--- src/acrb_pkg.sv ---
package acrb_pkg;

    // ****************************************************************
    // Register addresses (serial port address space)
    // ****************************************************************
    localparam int ADDR_W = 13;

    localparam logic [ADDR_W-1:0] ADDR_CHAN_INDEX  = 13'h0005;
    localparam logic [ADDR_W-1:0] ADDR_POWER_MODE  = 13'h0008;
    localparam logic [ADDR_W-1:0] ADDR_GLOBAL_CLK  = 13'h0009;
    localparam logic [ADDR_W-1:0] ADDR_CLK_DIVIDE  = 13'h000B;
    localparam logic [ADDR_W-1:0] ADDR_TEST_PATT   = 13'h000D;
    localparam logic [ADDR_W-1:0] ADDR_SELF_TEST   = 13'h000E;
    localparam logic [ADDR_W-1:0] ADDR_OFFSET_ADJ  = 13'h0010;
    localparam logic [ADDR_W-1:0] ADDR_OUT_FORMAT  = 13'h0014;
    localparam logic [ADDR_W-1:0] ADDR_CLK_PHASE   = 13'h0016;
    localparam logic [ADDR_W-1:0] ADDR_UPDATE      = 13'h00FF;

    // ****************************************************************
    // Reset values
    // ****************************************************************
    localparam logic [7:0] RST_CHAN_INDEX = 8'h03;
    localparam logic [7:0] RST_GLOBAL_CLK = 8'h01;
    localparam logic [7:0] RST_ZERO       = 8'h00;

    // ****************************************************************
    // Writable bits; everything else reads as zero
    // ****************************************************************
    localparam logic [7:0] MASK_CHAN_INDEX = 8'h03;
    localparam logic [7:0] MASK_PWR_GLOBAL = 8'h20;
    localparam logic [7:0] MASK_PWR_LOCAL  = 8'h03;
    localparam logic [7:0] MASK_GLOBAL_CLK = 8'h01;
    localparam logic [7:0] MASK_CLK_DIVIDE = 8'h07;
    localparam logic [7:0] MASK_TEST_PATT  = 8'h37;
    localparam logic [7:0] MASK_SELF_TEST  = 8'h05;
    localparam logic [7:0] MASK_OFFSET_ADJ = 8'h3F;
    localparam logic [7:0] MASK_OUT_GLOBAL = 8'hC3;
    localparam logic [7:0] MASK_OUT_LOCAL  = 8'h14;
    localparam logic [7:0] MASK_CLK_PHASE  = 8'h87;

    // ****************************************************************
    // Field positions
    // ****************************************************************
    localparam int CHAN_A_BIT      = 0;
    localparam int CHAN_B_BIT      = 1;
    localparam int PIN_FN_BIT      = 5;
    localparam int DCS_EN_BIT      = 0;
    localparam int LONG_RST_BIT    = 5;
    localparam int SHORT_RST_BIT   = 4;
    localparam int BUILT_IN_SELF_TEST_RST_BIT    = 2;
    localparam int BUILT_IN_SELF_TEST_EN_BIT     = 0;
    localparam int DRIVE_BIT       = 7;
    localparam int OUT_TYPE_BIT    = 6;
    localparam int OUT_OEB_BIT     = 4;
    localparam int OUT_INV_BIT     = 2;
    localparam int DCO_INV_BIT     = 7;
    localparam int XFER_BIT        = 0;
    localparam int OFFSET_W        = 6;
    localparam logic [2:0] PHASE_MAX = 3'h5;

    // ****************************************************************
    // Generator lengths and taps
    // ****************************************************************
    localparam int LONG_LEN  = 23;
    localparam int LONG_TAP  = 17;
    localparam int SHORT_LEN = 9;
    localparam int SHORT_TAP = 4;

    // ****************************************************************
    // Encodings
    // ****************************************************************
    typedef enum logic [1:0] {
        PWR_NORMAL   = 2'h0,
        PWR_FULL_DN  = 2'h1,
        PWR_STANDBY  = 2'h2,
        PWR_NORMAL_B = 2'h3
    } acrb_pwr_t;

    typedef enum logic [2:0] {
        TEST_OFF      = 3'h0,
        TEST_MIDSCALE = 3'h1,
        TEST_POS_FS   = 3'h2,
        TEST_NEG_FS   = 3'h3,
        TEST_CHECKER  = 3'h4,
        TEST_LONG_PRB = 3'h5,
        TEST_SHORT_PR = 3'h6
    } acrb_test_t;

    typedef enum logic [1:0] {
        FMT_OFFSET_BIN = 2'h0,
        FMT_TWOS_COMP  = 2'h1,
        FMT_GRAY       = 2'h2
    } acrb_fmt_t;

    typedef enum logic [3:0] {
        REG_NONE, REG_CHAN, REG_PWR, REG_CLK, REG_DIV, REG_TEST,
        REG_BUILT_IN_SELF_TEST, REG_OFFS, REG_OUT, REG_PHASE, REG_UPD
    } acrb_reg_t;

endpackage

--- src/acrb_config_bank.sv ---
`timescale 1ns/100ps

module acrb_config_bank
    import acrb_pkg::*;
#(
    parameter int DATA_W = 14
) (
    input  wire logic              core_clk_in,
    input  wire logic              reset_n_in,
    input  wire logic              reg_wr_en_in,
    input  wire logic              reg_rd_en_in,
    input  wire logic [ADDR_W-1:0] reg_addr_in,
    input  wire logic [7:0]        reg_wdata_in,
    input  wire logic              pdwn_pin_in,
    input  wire logic [DATA_W-1:0] ch_a_sample_in,
    input  wire logic [DATA_W-1:0] ch_b_sample_in,
    output      logic [7:0]        reg_rdata_out,
    output      logic              reg_rdata_valid_out,
    output      logic              ch_a_pdwn_out,
    output      logic              ch_b_pdwn_out,
    output      logic              ch_a_stby_out,
    output      logic              ch_b_stby_out,
    output      logic              dcs_active_out,
    output      logic [2:0]        clk_div_sel_out,
    output      logic [2:0]        clk_div_phase_out,
    output      logic              dco_invert_out,
    output      logic              lvds_sel_out,
    output      logic              drive_sel_out,
    output      logic              ch_a_oe_n_out,
    output      logic              ch_b_oe_n_out,
    output      logic [DATA_W-1:0] ch_a_data_out,
    output      logic [DATA_W-1:0] ch_b_data_out
);

    initial begin
        if (DATA_W < 8 || DATA_W > 2 * SHORT_LEN) begin
            $error("acrb_config_bank: DATA_W out of range");
        end
    end

    localparam int NCH = 2;

    // ****************************************************************
    // State
    // ****************************************************************
    typedef struct packed {
        logic [7:0]          pwr_g;
        logic [7:0]          clk;
        logic [7:0]          div;
        logic [7:0]          out_g;
        logic [7:0]          phase;
        logic [NCH-1:0][7:0] pwr_l;
        logic [NCH-1:0][7:0] test;
        logic [NCH-1:0][7:0] built_in_self_test;
        logic [NCH-1:0][7:0] offs;
        logic [NCH-1:0][7:0] out_l;
    } acrb_cfg_t;

    typedef struct packed {
        logic [7:0]                chan_sel;
        acrb_cfg_t                 sh;
        acrb_cfg_t                 act;
        logic                      pin_meta;
        logic                      pin_sync;
        logic [7:0]                rdata;
        logic                      rvalid;
        logic [NCH-1:0]            pdwn;
        logic [NCH-1:0]            stby;
        logic                      dcs;
        logic [2:0]                div_sel;
        logic [2:0]                div_phase;
        logic                      dco_inv;
        logic                      lvds;
        logic                      drive;
        logic [NCH-1:0]            oe_n;
        logic [NCH-1:0][DATA_W-1:0] data;
    } acrb_state_t;

    localparam acrb_cfg_t CFG_RST = '{
        pwr_g: RST_ZERO, clk: RST_GLOBAL_CLK, div: RST_ZERO, out_g: RST_ZERO,
        phase: RST_ZERO, pwr_l: '0, test: '0, built_in_self_test: '0, offs: '0, out_l: '0
    };

    acrb_state_t                st_r;
    acrb_state_t                st_nxt;
    logic [NCH-1:0][DATA_W-1:0] pattern;
    logic [NCH-1:0][DATA_W-1:0] sample;

    assign sample[0] = ch_a_sample_in;
    assign sample[1] = ch_b_sample_in;

    // ****************************************************************
    // Address decode, shared by write and read paths
    // ****************************************************************
    function automatic acrb_reg_t reg_of(input logic [ADDR_W-1:0] addr);
        case (addr)
            ADDR_CHAN_INDEX: reg_of = REG_CHAN;
            ADDR_POWER_MODE: reg_of = REG_PWR;
            ADDR_GLOBAL_CLK: reg_of = REG_CLK;
            ADDR_CLK_DIVIDE: reg_of = REG_DIV;
            ADDR_TEST_PATT:  reg_of = REG_TEST;
            ADDR_SELF_TEST:  reg_of = REG_BUILT_IN_SELF_TEST;
            ADDR_OFFSET_ADJ: reg_of = REG_OFFS;
            ADDR_OUT_FORMAT: reg_of = REG_OUT;
            ADDR_CLK_PHASE:  reg_of = REG_PHASE;
            ADDR_UPDATE:     reg_of = REG_UPD;
            default:         reg_of = REG_NONE;
        endcase
    endfunction

    // ****************************************************************
    // Test pattern generators, one per channel
    // ****************************************************************
    // Reset bits act from the active copy, like every other setting
    for (genvar c = 0; c < NCH; c++) begin : g_gen
        acrb_pattern_gen #(
            .DATA_W (DATA_W)
        ) u_gen (
            .core_clk_in  (core_clk_in),
            .reset_n_in   (reset_n_in),
            .test_mode_in (st_r.act.test[c][2:0]),
            .long_rst_in  (st_r.act.test[c][LONG_RST_BIT]),
            .short_rst_in (st_r.act.test[c][SHORT_RST_BIT]),
            .built_in_self_test_en_in   (st_r.act.built_in_self_test[c][BUILT_IN_SELF_TEST_EN_BIT]),
            .built_in_self_test_rst_in  (st_r.act.built_in_self_test[c][BUILT_IN_SELF_TEST_RST_BIT]),
            .pattern_out  (pattern[c])
        );
    end

    // ****************************************************************
    // Next state
    // ****************************************************************
    always_comb begin
        acrb_reg_t         wsel;
        acrb_reg_t         rsel;
        int                rch;
        logic [7:0]        wd;
        logic              pin_act;
        logic [1:0]        mode;
        logic [DATA_W-1:0] v;
        logic [DATA_W-1:0] fmt_v;

        wsel    = reg_of(reg_addr_in);
        rsel    = wsel;
        wd      = reg_wdata_in;
        rch     = 0;
        pin_act = 1'b0;
        mode    = 2'h0;
        v       = '0;
        fmt_v   = '0;
        st_nxt  = st_r;

        // Power-down pin is asynchronous: two stages before use
        st_nxt.pin_meta = pdwn_pin_in;
        st_nxt.pin_sync = st_r.pin_meta;

        // Writes land in the shadow copy only, except the channel index, which acts at once
        if (reg_wr_en_in) begin
            case (wsel)
                REG_CHAN:  st_nxt.chan_sel = wd & MASK_CHAN_INDEX;
                REG_PWR:   st_nxt.sh.pwr_g = wd & MASK_PWR_GLOBAL;
                REG_CLK:   st_nxt.sh.clk   = wd & MASK_GLOBAL_CLK;
                REG_DIV:   st_nxt.sh.div   = wd & MASK_CLK_DIVIDE;
                REG_OUT:   st_nxt.sh.out_g = wd & MASK_OUT_GLOBAL;
                REG_PHASE: st_nxt.sh.phase = wd & MASK_CLK_PHASE;
                default: ;
            endcase

            // Local registers keep one shadow per channel
            for (int c = 0; c < NCH; c++) begin
                if (st_r.chan_sel[c]) begin
                    case (wsel)
                        REG_PWR:  st_nxt.sh.pwr_l[c] = wd & MASK_PWR_LOCAL;
                        REG_TEST: st_nxt.sh.test[c]  = wd & MASK_TEST_PATT;
                        REG_BUILT_IN_SELF_TEST: st_nxt.sh.built_in_self_test[c]  = wd & MASK_SELF_TEST;
                        REG_OFFS: st_nxt.sh.offs[c]  = wd & MASK_OFFSET_ADJ;
                        REG_OUT:  st_nxt.sh.out_l[c] = wd & MASK_OUT_LOCAL;
                        default: ;
                    endcase
                end
            end

            // Transfer is self-clearing, so the update register reads zero
            if (wsel == REG_UPD && wd[XFER_BIT]) begin
                st_nxt.act = st_nxt.sh;
            end
        end

        // Reads return the shadow copy, one cycle after the strobe
        st_nxt.rvalid = reg_rd_en_in;
        if (reg_rd_en_in) begin
            if (!st_r.chan_sel[CHAN_A_BIT] && st_r.chan_sel[CHAN_B_BIT]) begin
                rch = 1;
            end

            case (rsel)
                REG_CHAN:  st_nxt.rdata = st_r.chan_sel;
                REG_PWR:   st_nxt.rdata = st_r.sh.pwr_g | st_r.sh.pwr_l[rch];
                REG_CLK:   st_nxt.rdata = st_r.sh.clk;
                REG_DIV:   st_nxt.rdata = st_r.sh.div;
                REG_TEST:  st_nxt.rdata = st_r.sh.test[rch];
                REG_BUILT_IN_SELF_TEST:  st_nxt.rdata = st_r.sh.built_in_self_test[rch];
                REG_OFFS:  st_nxt.rdata = st_r.sh.offs[rch];
                REG_OUT:   st_nxt.rdata = st_r.sh.out_g | st_r.sh.out_l[rch];
                REG_PHASE: st_nxt.rdata = st_r.sh.phase;
                default:   st_nxt.rdata = RST_ZERO;
            endcase
        end

        // Global clocking and output controls from the active copy
        st_nxt.dcs = st_r.act.clk[DCS_EN_BIT] | (st_r.act.div[2:0] != 3'h0);
        st_nxt.div_sel = st_r.act.div[2:0];
        // Codes above five are not defined; clamp to the longest delay
        st_nxt.div_phase = (st_r.act.phase[2:0] > PHASE_MAX) ?
                           PHASE_MAX : st_r.act.phase[2:0];

        st_nxt.dco_inv = st_r.act.phase[DCO_INV_BIT];
        st_nxt.lvds    = st_r.act.out_g[OUT_TYPE_BIT];
        st_nxt.drive   = st_r.act.out_g[DRIVE_BIT];

        // A powered-down channel drives zeros with its outputs disabled
        pin_act = st_r.pin_sync;
        for (int c = 0; c < NCH; c++) begin
            mode = st_r.act.pwr_l[c][1:0];
            st_nxt.pdwn[c] = (mode == PWR_FULL_DN) ||
                             (pin_act && !st_r.act.pwr_g[PIN_FN_BIT]);
            st_nxt.stby[c] = !st_nxt.pdwn[c] &&
                             ((mode == PWR_STANDBY) ||
                              (pin_act && st_r.act.pwr_g[PIN_FN_BIT]));
            st_nxt.oe_n[c] = st_r.act.out_l[c][OUT_OEB_BIT] | st_nxt.pdwn[c];

            // Offset adjust wraps rather than saturating
            v = sample[c] + {{(DATA_W-OFFSET_W){st_r.act.offs[c][OFFSET_W-1]}},
                             st_r.act.offs[c][OFFSET_W-1:0]};
            if (st_r.act.test[c][2:0] != TEST_OFF || st_r.act.built_in_self_test[c][BUILT_IN_SELF_TEST_EN_BIT]) begin
                v = pattern[c];
            end

            case (st_r.act.out_g[1:0])
                FMT_TWOS_COMP: fmt_v = {~v[DATA_W-1], v[DATA_W-2:0]};
                FMT_GRAY:      fmt_v = v ^ (v >> 1);
                default:       fmt_v = v;
            endcase
            if (st_r.act.out_l[c][OUT_INV_BIT]) begin
                fmt_v = ~fmt_v;
            end

            st_nxt.data[c] = st_nxt.pdwn[c] ? '0 : fmt_v;
        end
    end

    // ****************************************************************
    // Registers
    // ****************************************************************
    always_ff @(posedge core_clk_in or negedge reset_n_in) begin
        if (!reset_n_in) begin
            st_r           <= '0;
            st_r.chan_sel  <= RST_CHAN_INDEX;
            st_r.sh        <= CFG_RST;
            st_r.act       <= CFG_RST;
            st_r.dcs       <= 1'b1;
        end else begin
            st_r <= st_nxt;
        end
    end

    // ****************************************************************
    // Outputs
    // ****************************************************************
    assign reg_rdata_out       = st_r.rdata;
    assign reg_rdata_valid_out = st_r.rvalid;
    assign ch_a_pdwn_out       = st_r.pdwn[0];
    assign ch_b_pdwn_out       = st_r.pdwn[1];
    assign ch_a_stby_out       = st_r.stby[0];
    assign ch_b_stby_out       = st_r.stby[1];
    assign dcs_active_out      = st_r.dcs;
    assign clk_div_sel_out     = st_r.div_sel;
    assign clk_div_phase_out   = st_r.div_phase;
    assign dco_invert_out      = st_r.dco_inv;
    assign lvds_sel_out        = st_r.lvds;
    assign drive_sel_out       = st_r.drive;
    assign ch_a_oe_n_out       = st_r.oe_n[0];
    assign ch_b_oe_n_out       = st_r.oe_n[1];
    assign ch_a_data_out       = st_r.data[0];
    assign ch_b_data_out       = st_r.data[1];

endmodule

--- src/acrb_pattern_gen.sv ---
`timescale 1ns/100ps

module acrb_pattern_gen
    import acrb_pkg::*;
#(
    parameter int DATA_W = 14
) (
    input  wire logic              core_clk_in,
    input  wire logic              reset_n_in,
    input  wire logic [2:0]        test_mode_in,
    input  wire logic              long_rst_in,
    input  wire logic              short_rst_in,
    input  wire logic              built_in_self_test_en_in,
    input  wire logic              built_in_self_test_rst_in,
    output      logic [DATA_W-1:0] pattern_out
);

    initial begin
        if (DATA_W < 8 || DATA_W > 2 * SHORT_LEN) begin
            $error("acrb_pattern_gen: DATA_W out of range");
        end
    end

    typedef struct packed {
        logic [LONG_LEN-1:0]  long_lfsr;
        logic [SHORT_LEN-1:0] short_lfsr;
        logic                 toggle;
        logic [DATA_W-1:0]    pattern;
    } acrb_gen_state_t;

    acrb_gen_state_t st_r;
    acrb_gen_state_t st_nxt;

    always_comb begin
        st_nxt = st_r;
        st_nxt.toggle = ~st_r.toggle;
        st_nxt.long_lfsr = {st_r.long_lfsr[LONG_LEN-2:0],
                            st_r.long_lfsr[LONG_LEN-1] ^ st_r.long_lfsr[LONG_TAP]};
        st_nxt.short_lfsr = {st_r.short_lfsr[SHORT_LEN-2:0],
                             st_r.short_lfsr[SHORT_LEN-1] ^ st_r.short_lfsr[SHORT_TAP]};
        // Held at seed while the reset bit stays set
        if (long_rst_in || built_in_self_test_rst_in) begin
            st_nxt.long_lfsr = '1;
        end
        if (short_rst_in) begin
            st_nxt.short_lfsr = '1;
        end
        if (built_in_self_test_en_in) begin
            st_nxt.pattern = st_r.long_lfsr[DATA_W-1:0];
        end else begin
            case (test_mode_in)
                TEST_MIDSCALE: st_nxt.pattern = {1'b1, {(DATA_W-1){1'b0}}};
                TEST_POS_FS:   st_nxt.pattern = '1;
                TEST_NEG_FS:   st_nxt.pattern = '0;
                TEST_CHECKER: begin
                    for (int i = 0; i < DATA_W; i++) begin
                        st_nxt.pattern[i] = (i % 2 == 1) ^ st_r.toggle;
                    end
                end
                TEST_LONG_PRB: st_nxt.pattern = st_r.long_lfsr[DATA_W-1:0];
                TEST_SHORT_PR: st_nxt.pattern = DATA_W'({st_r.short_lfsr, st_r.short_lfsr});
                default:       st_nxt.pattern = '0;
            endcase
        end
    end

    always_ff @(posedge core_clk_in or negedge reset_n_in) begin
        if (!reset_n_in) begin
            st_r <= '{long_lfsr: '1, short_lfsr: '1, toggle: 1'b0, pattern: '0};
        end else begin
            st_r <= st_nxt;
        end
    end

    assign pattern_out = st_r.pattern;

endmodule

--- config.mk ---
export PLATFORM = sky130hd
export DESIGN_NAME = acrb_config_bank
export DESIGN_NICKNAME = d
export VERILOG_FILES = /design/src/acrb_pkg.sv /design/src/acrb_config_bank.sv /design/src/acrb_pattern_gen.sv
export SDC_FILE = /design/constraint.sdc
export NUM_CORES = 1
export LEC_CHECK = 0
export ABC_AREA = 1
export BUFFER_PORTS_ARGS = -buffer_cell sky130_fd_sc_hd__buf_4
export CAP_MARGIN = 10
export CORE_ASPECT_RATIO = 1.1
export CORE_MARGIN = 2
export CORE_UTILIZATION = 45
export CTS_CLUSTER_SIZE = 10
export DETAILED_ROUTE_END_ITERATION = 12
export HOLD_SLACK_MARGIN = 0.1
export PLACE_DENSITY = 0.7
export SETUP_SLACK_MARGIN = 0.15
export SYNTH_ARGS = -nofsm -noshare
export SYNTH_HDL_FRONTEND = slang
export SYNTH_HIERARCHICAL = 1
export SYNTH_SLANG_ARGS = --single-unit
--- constraint.sdc ---
create_clock -name core_clk_in -period 2 [get_ports core_clk_in]
set_clock_uncertainty 0.05 [all_clocks]
set_input_delay 0.3 -clock core_clk_in [delete_from_list [all_inputs] [get_ports core_clk_in]]
set_output_delay 0.3 -clock core_clk_in [all_outputs]
set_load 0.02 [all_outputs]
==> results.sh <==
export IMPL_status="finished, violations left"
export IMPL_failed_checks="negative setup slack"
export IMPL_final_util_pct=57.0
export IMPL_fin_ws_ps=-326
export IMPL_path_buf_inv=1
export IMPL_cp_required_ps=2340
export IMPL_cts_buffer_depth=3
export IMPL_syn_area_per_cell_um2=8.04
export IMPL_yosysUniqueCellTypes=58
export IMPL_cellPowerDensity_nw_per_um2=684
export IMPL_yosysSeqAreaShare_pct=46.2
export IMPL_relSlewSlack_pct=64.2
export IMPL_cts_buffers=34
export IMPL_synth_seq_cells=268
export IMPL_hpwl_um=26500
export IMPL_grt_usage_pct=21.9
export IMPL_power_uw=12600
export IMPL_place_gp_congestion=0.889
export IMPL_synth_cell_area_um2=14700
export IMPL_grt_pass1_vias=11900
export IMPL_nNetsFinal=2042
export IMPL_setup_viol=27
export IMPL_cp_max_fo=5
export IMPL_die_area_um2=34200
export IMPL_arrival_ps=2670
export IMPL_end_kind="flip-flop"
export IMPL_mostFrequentLayoutCell="nand2_1"
export IMPL_cts_tree="done"
export IMPL_root_buffer="clkbuf_16"
export IMPL_slowest_delay_ps=500
export IMPL_hold_viol=0
export IMPL_worstMarginPinSlew_ps=533
export IMPL_io_pins=107
export IMPL_diodes=0
export IMPL_htree_levels=2
export IMPL_synth_top_area_share_pct=33.8
export IMPL_grt_overflow_total=0
export IMPL_crit_type="flip-flop to flip-flop"
export IMPL_die_y_um=194
export IMPL_yosysTopAreaCell="dfrtp_1"
export IMPL_vias_per_cell=5.18
export IMPL_most_common_layout_cells="nand2_1, dfrtp_1, buf_4, inv_1, o21ai_0"
export IMPL_placedCellCount=2310
export IMPL_postSynthCellCount=1830
export IMPL_ys_flop_type="dfrtp_1"
export IMPL_io_buffers=106
export IMPL_cts_sinks=268
export IMPL_synth_nets=1914
export IMPL_vdd_drop_max_v=0.000524
export IMPL_std_cell_rows=69
export IMPL_synth_area_leaders="dfrtp_1, nand2_1, dfstp_2"
export IMPL_min_period_over_period_pct=116
export IMPL_die_w_um=176
export IMPL_fmax_mhz=430
export IMPL_fin_crit_ps=2330
export IMPL_area_growth_synth_to_final_pct=25.1
export IMPL_hold_class="input port to flip-flop"
export IMPL_drc_errors=0
export IMPL_grt_max_degree=75
export IMPL_crit_family="simple AND/OR/NAND/NOR gates"
export IMPL_drtIter0Drc=1000
export IMPL_leakagePower_uw=0.00945
export IMPL_core_area_um2=32300
export IMPL_clk_latency_ps=500
export IMPL_grt_first_pass_wirelength_um=60700
export IMPL_async_flop_share_pct=100
export IMPL_slowest_stage="dfrtp_4"
export IMPL_drive_gt1_share_pct=32.5
export IMPL_wl_um=38200
export IMPL_drv_slew=0
export IMPL_ant_nets=0
export IMPL_ys_warn_count=6
export IMPL_fin_cells=2408
export IMPL_synth_edff_count=0
export IMPL_critical_path_most_common_cell="nand2_2"
export IMPL_antenna_found_initial=0
export IMPL_via_count=12500
export IMPL_rsz0062_at_grt="true"
export IMPL_initial_utilization_pct=45.6
export IMPL_path_cells="buf_12, ha_4, a21oi_4, nand2_1, nand2_2, nand3_1, nand2_1, nand2_1, nand2_2, nand2_2, nor2_2, nand2_2, a21oi_2, nor2_1"
export IMPL_drv_cap=0
export IMPL_wire_per_inst_um=15.9
export IMPL_crit_path_start_kind="flip-flop"
export IMPL_drtPass1Iterations=7
export IMPL_worst_hold_slack_ps=131
export IMPL_path_clk_slew_ps=60
-- timing repair --
action	in CTS	in global routing
gates resized for setup	100	145
endpoints found under the setup margin	33	34
pin swaps	41	86
gates cloned	0	2
endpoints found under the hold margin	69	0
setup buffers	19	10
hold buffers	7	0
-- per-layer routing --
metal | share of wire (%) | wire length (um) | up-vias | GRT usage [%]
li1 | - | - | 6100 | -
met1 | 43 | 16500 | 5864 | 29.6
met2 | 49 | 18600 | 430 | 36.8
met3 | 5.7 | 2190 | 72 | 3.24
met4 | 2.5 | 971 | 0 | 5.82
met5 | 0 | 0 | - | 0
-- state kept, by name, indices dropped and copies added, names as in the netlist, 3 cells and up, named ones only --
name / cells
st_r: 104
g_gen.u_gen/st_r: 66
g_gen.u_gen/pattern_out: 28
ch_a_data_out: 14
ch_b_data_out: 14
reg_rdata_out: 8
st_nxt: 7
clk_div_phase_out: 3
clk_div_sel_out: 3
-- metrics by stage --
step / setup slack [ps] / instance area (um^2) / TNS (ps)
6_report: -326 / 18400 / -4840
5_1_grt: -430 / 18400 / -8260
3_5_place_dp: -264 / 16100 / -4360
2_1_floorplan: 29.7 / 14900 / 0
4_1_cts: -210 / 17800 / -3580
3_3_place_gp: -231 / 16100 / -3450
-- cells in the mapped netlist, types with 3 or more instances --
master and n:
nor4_1 3, o211ai_1 5, nand2_2 19, nor3_2 6, o21ai_0 140, o22ai_1 6
a21oi_1 58, buf_6 6, o21ai_2 9, or2_2 30, nand4_2 11, dfstp_2 69
nand3_1 81, inv_2 8, o21ai_1 44, o221ai_1 3, clkbuf_4 5, o21a_1 4
buf_2 16, xor2_1 5, nand2_1 529, buf_4 81, xnor2_1 16, nand3b_1 6
nand4_1 47, inv_1 176, nor2_2 3, ha_1 28, nor3_1 5, clkinv_1 4
o32ai_1 3, nor2_1 118, mux2i_1 24, clkbuf_1 24, a21o_1 4, dfrtp_1 199
nand3_2 5, mux2_2 3
-- worst register-to-register path, cell delays in order, from the launching register on --
cell     delay, ps
dfrtp_4        500
buf_12         160
ha_4           280
a21oi_4        210
nand2_1        110
nand2_2         80
nand3_1         90
nand2_1         70
nand2_1         70
nand2_2         90
nand2_2         80
nor2_2         140
nand2_2         90
a21oi_2        140
nor2_1          50
-- logic make-up after synthesis --
| kind of cell | count (synthesis) | share of synthesized area (%) |
|---|---|---|
| adders and majority gates | 30 | 2.65 |
| AOI/OAI and AO/OA | 284 | 10.5 |
| and+or+nand+nor | 873 | 26.5 |
| muxes | 27 | 1.86 |
| buffers and inverters | 327 | 11.1 |
| DFF | 268 | 46.2 |
| xor gates and xnor gates | 21 | 1.25 |
-- path summary, 6_finish.rpt --
| check | cells past startpoint | slack (ps) | from | end |
|---|---|---|---|---|
| min in group asynchronous | 2 | 300 | reset_n_in | st_r[204] |
| hold / removal | 3 | 130 | reg_wdata_in[2] | st_r[257] |
| hold reg to reg | 0 | 300 | st_nxt[53] | st_r[53] |
| setup reg to reg | 14 | -330 | st_r[76] | ch_a_data_out[11] |
| max in group asynchronous | 3 | 920 | reset_n_in | g_gen[0].u_gen/st_r[28] |
| setup / recovery | 14 | -330 | st_r[76] | ch_a_data_out[11] |
-- power breakdown --
group | internal [uW] | switching, uW | leakage [uW]
sequential | 5670 | 106 | 0.00333
clock | 3420 | 2220 | 0.000493
combinational | 468 | 693 | 0.00563
-- area by class of cell --
| cell class | instances | area [um^2] |
|---|---|---|
| clock buffers | 58 | 1010 |
| inverters | 192 | 736 |
| fillers | 2815 | 13900 |
| repair buffers | 227 | 1940 |
| well taps | 426 | 533 |
| multi-input cells | 1235 | 7370 |
| flip-flops and latches | 268 | 6800 |
| clock inverters | 2 | 16.3 |
Power figures use the tool's default switching activity.
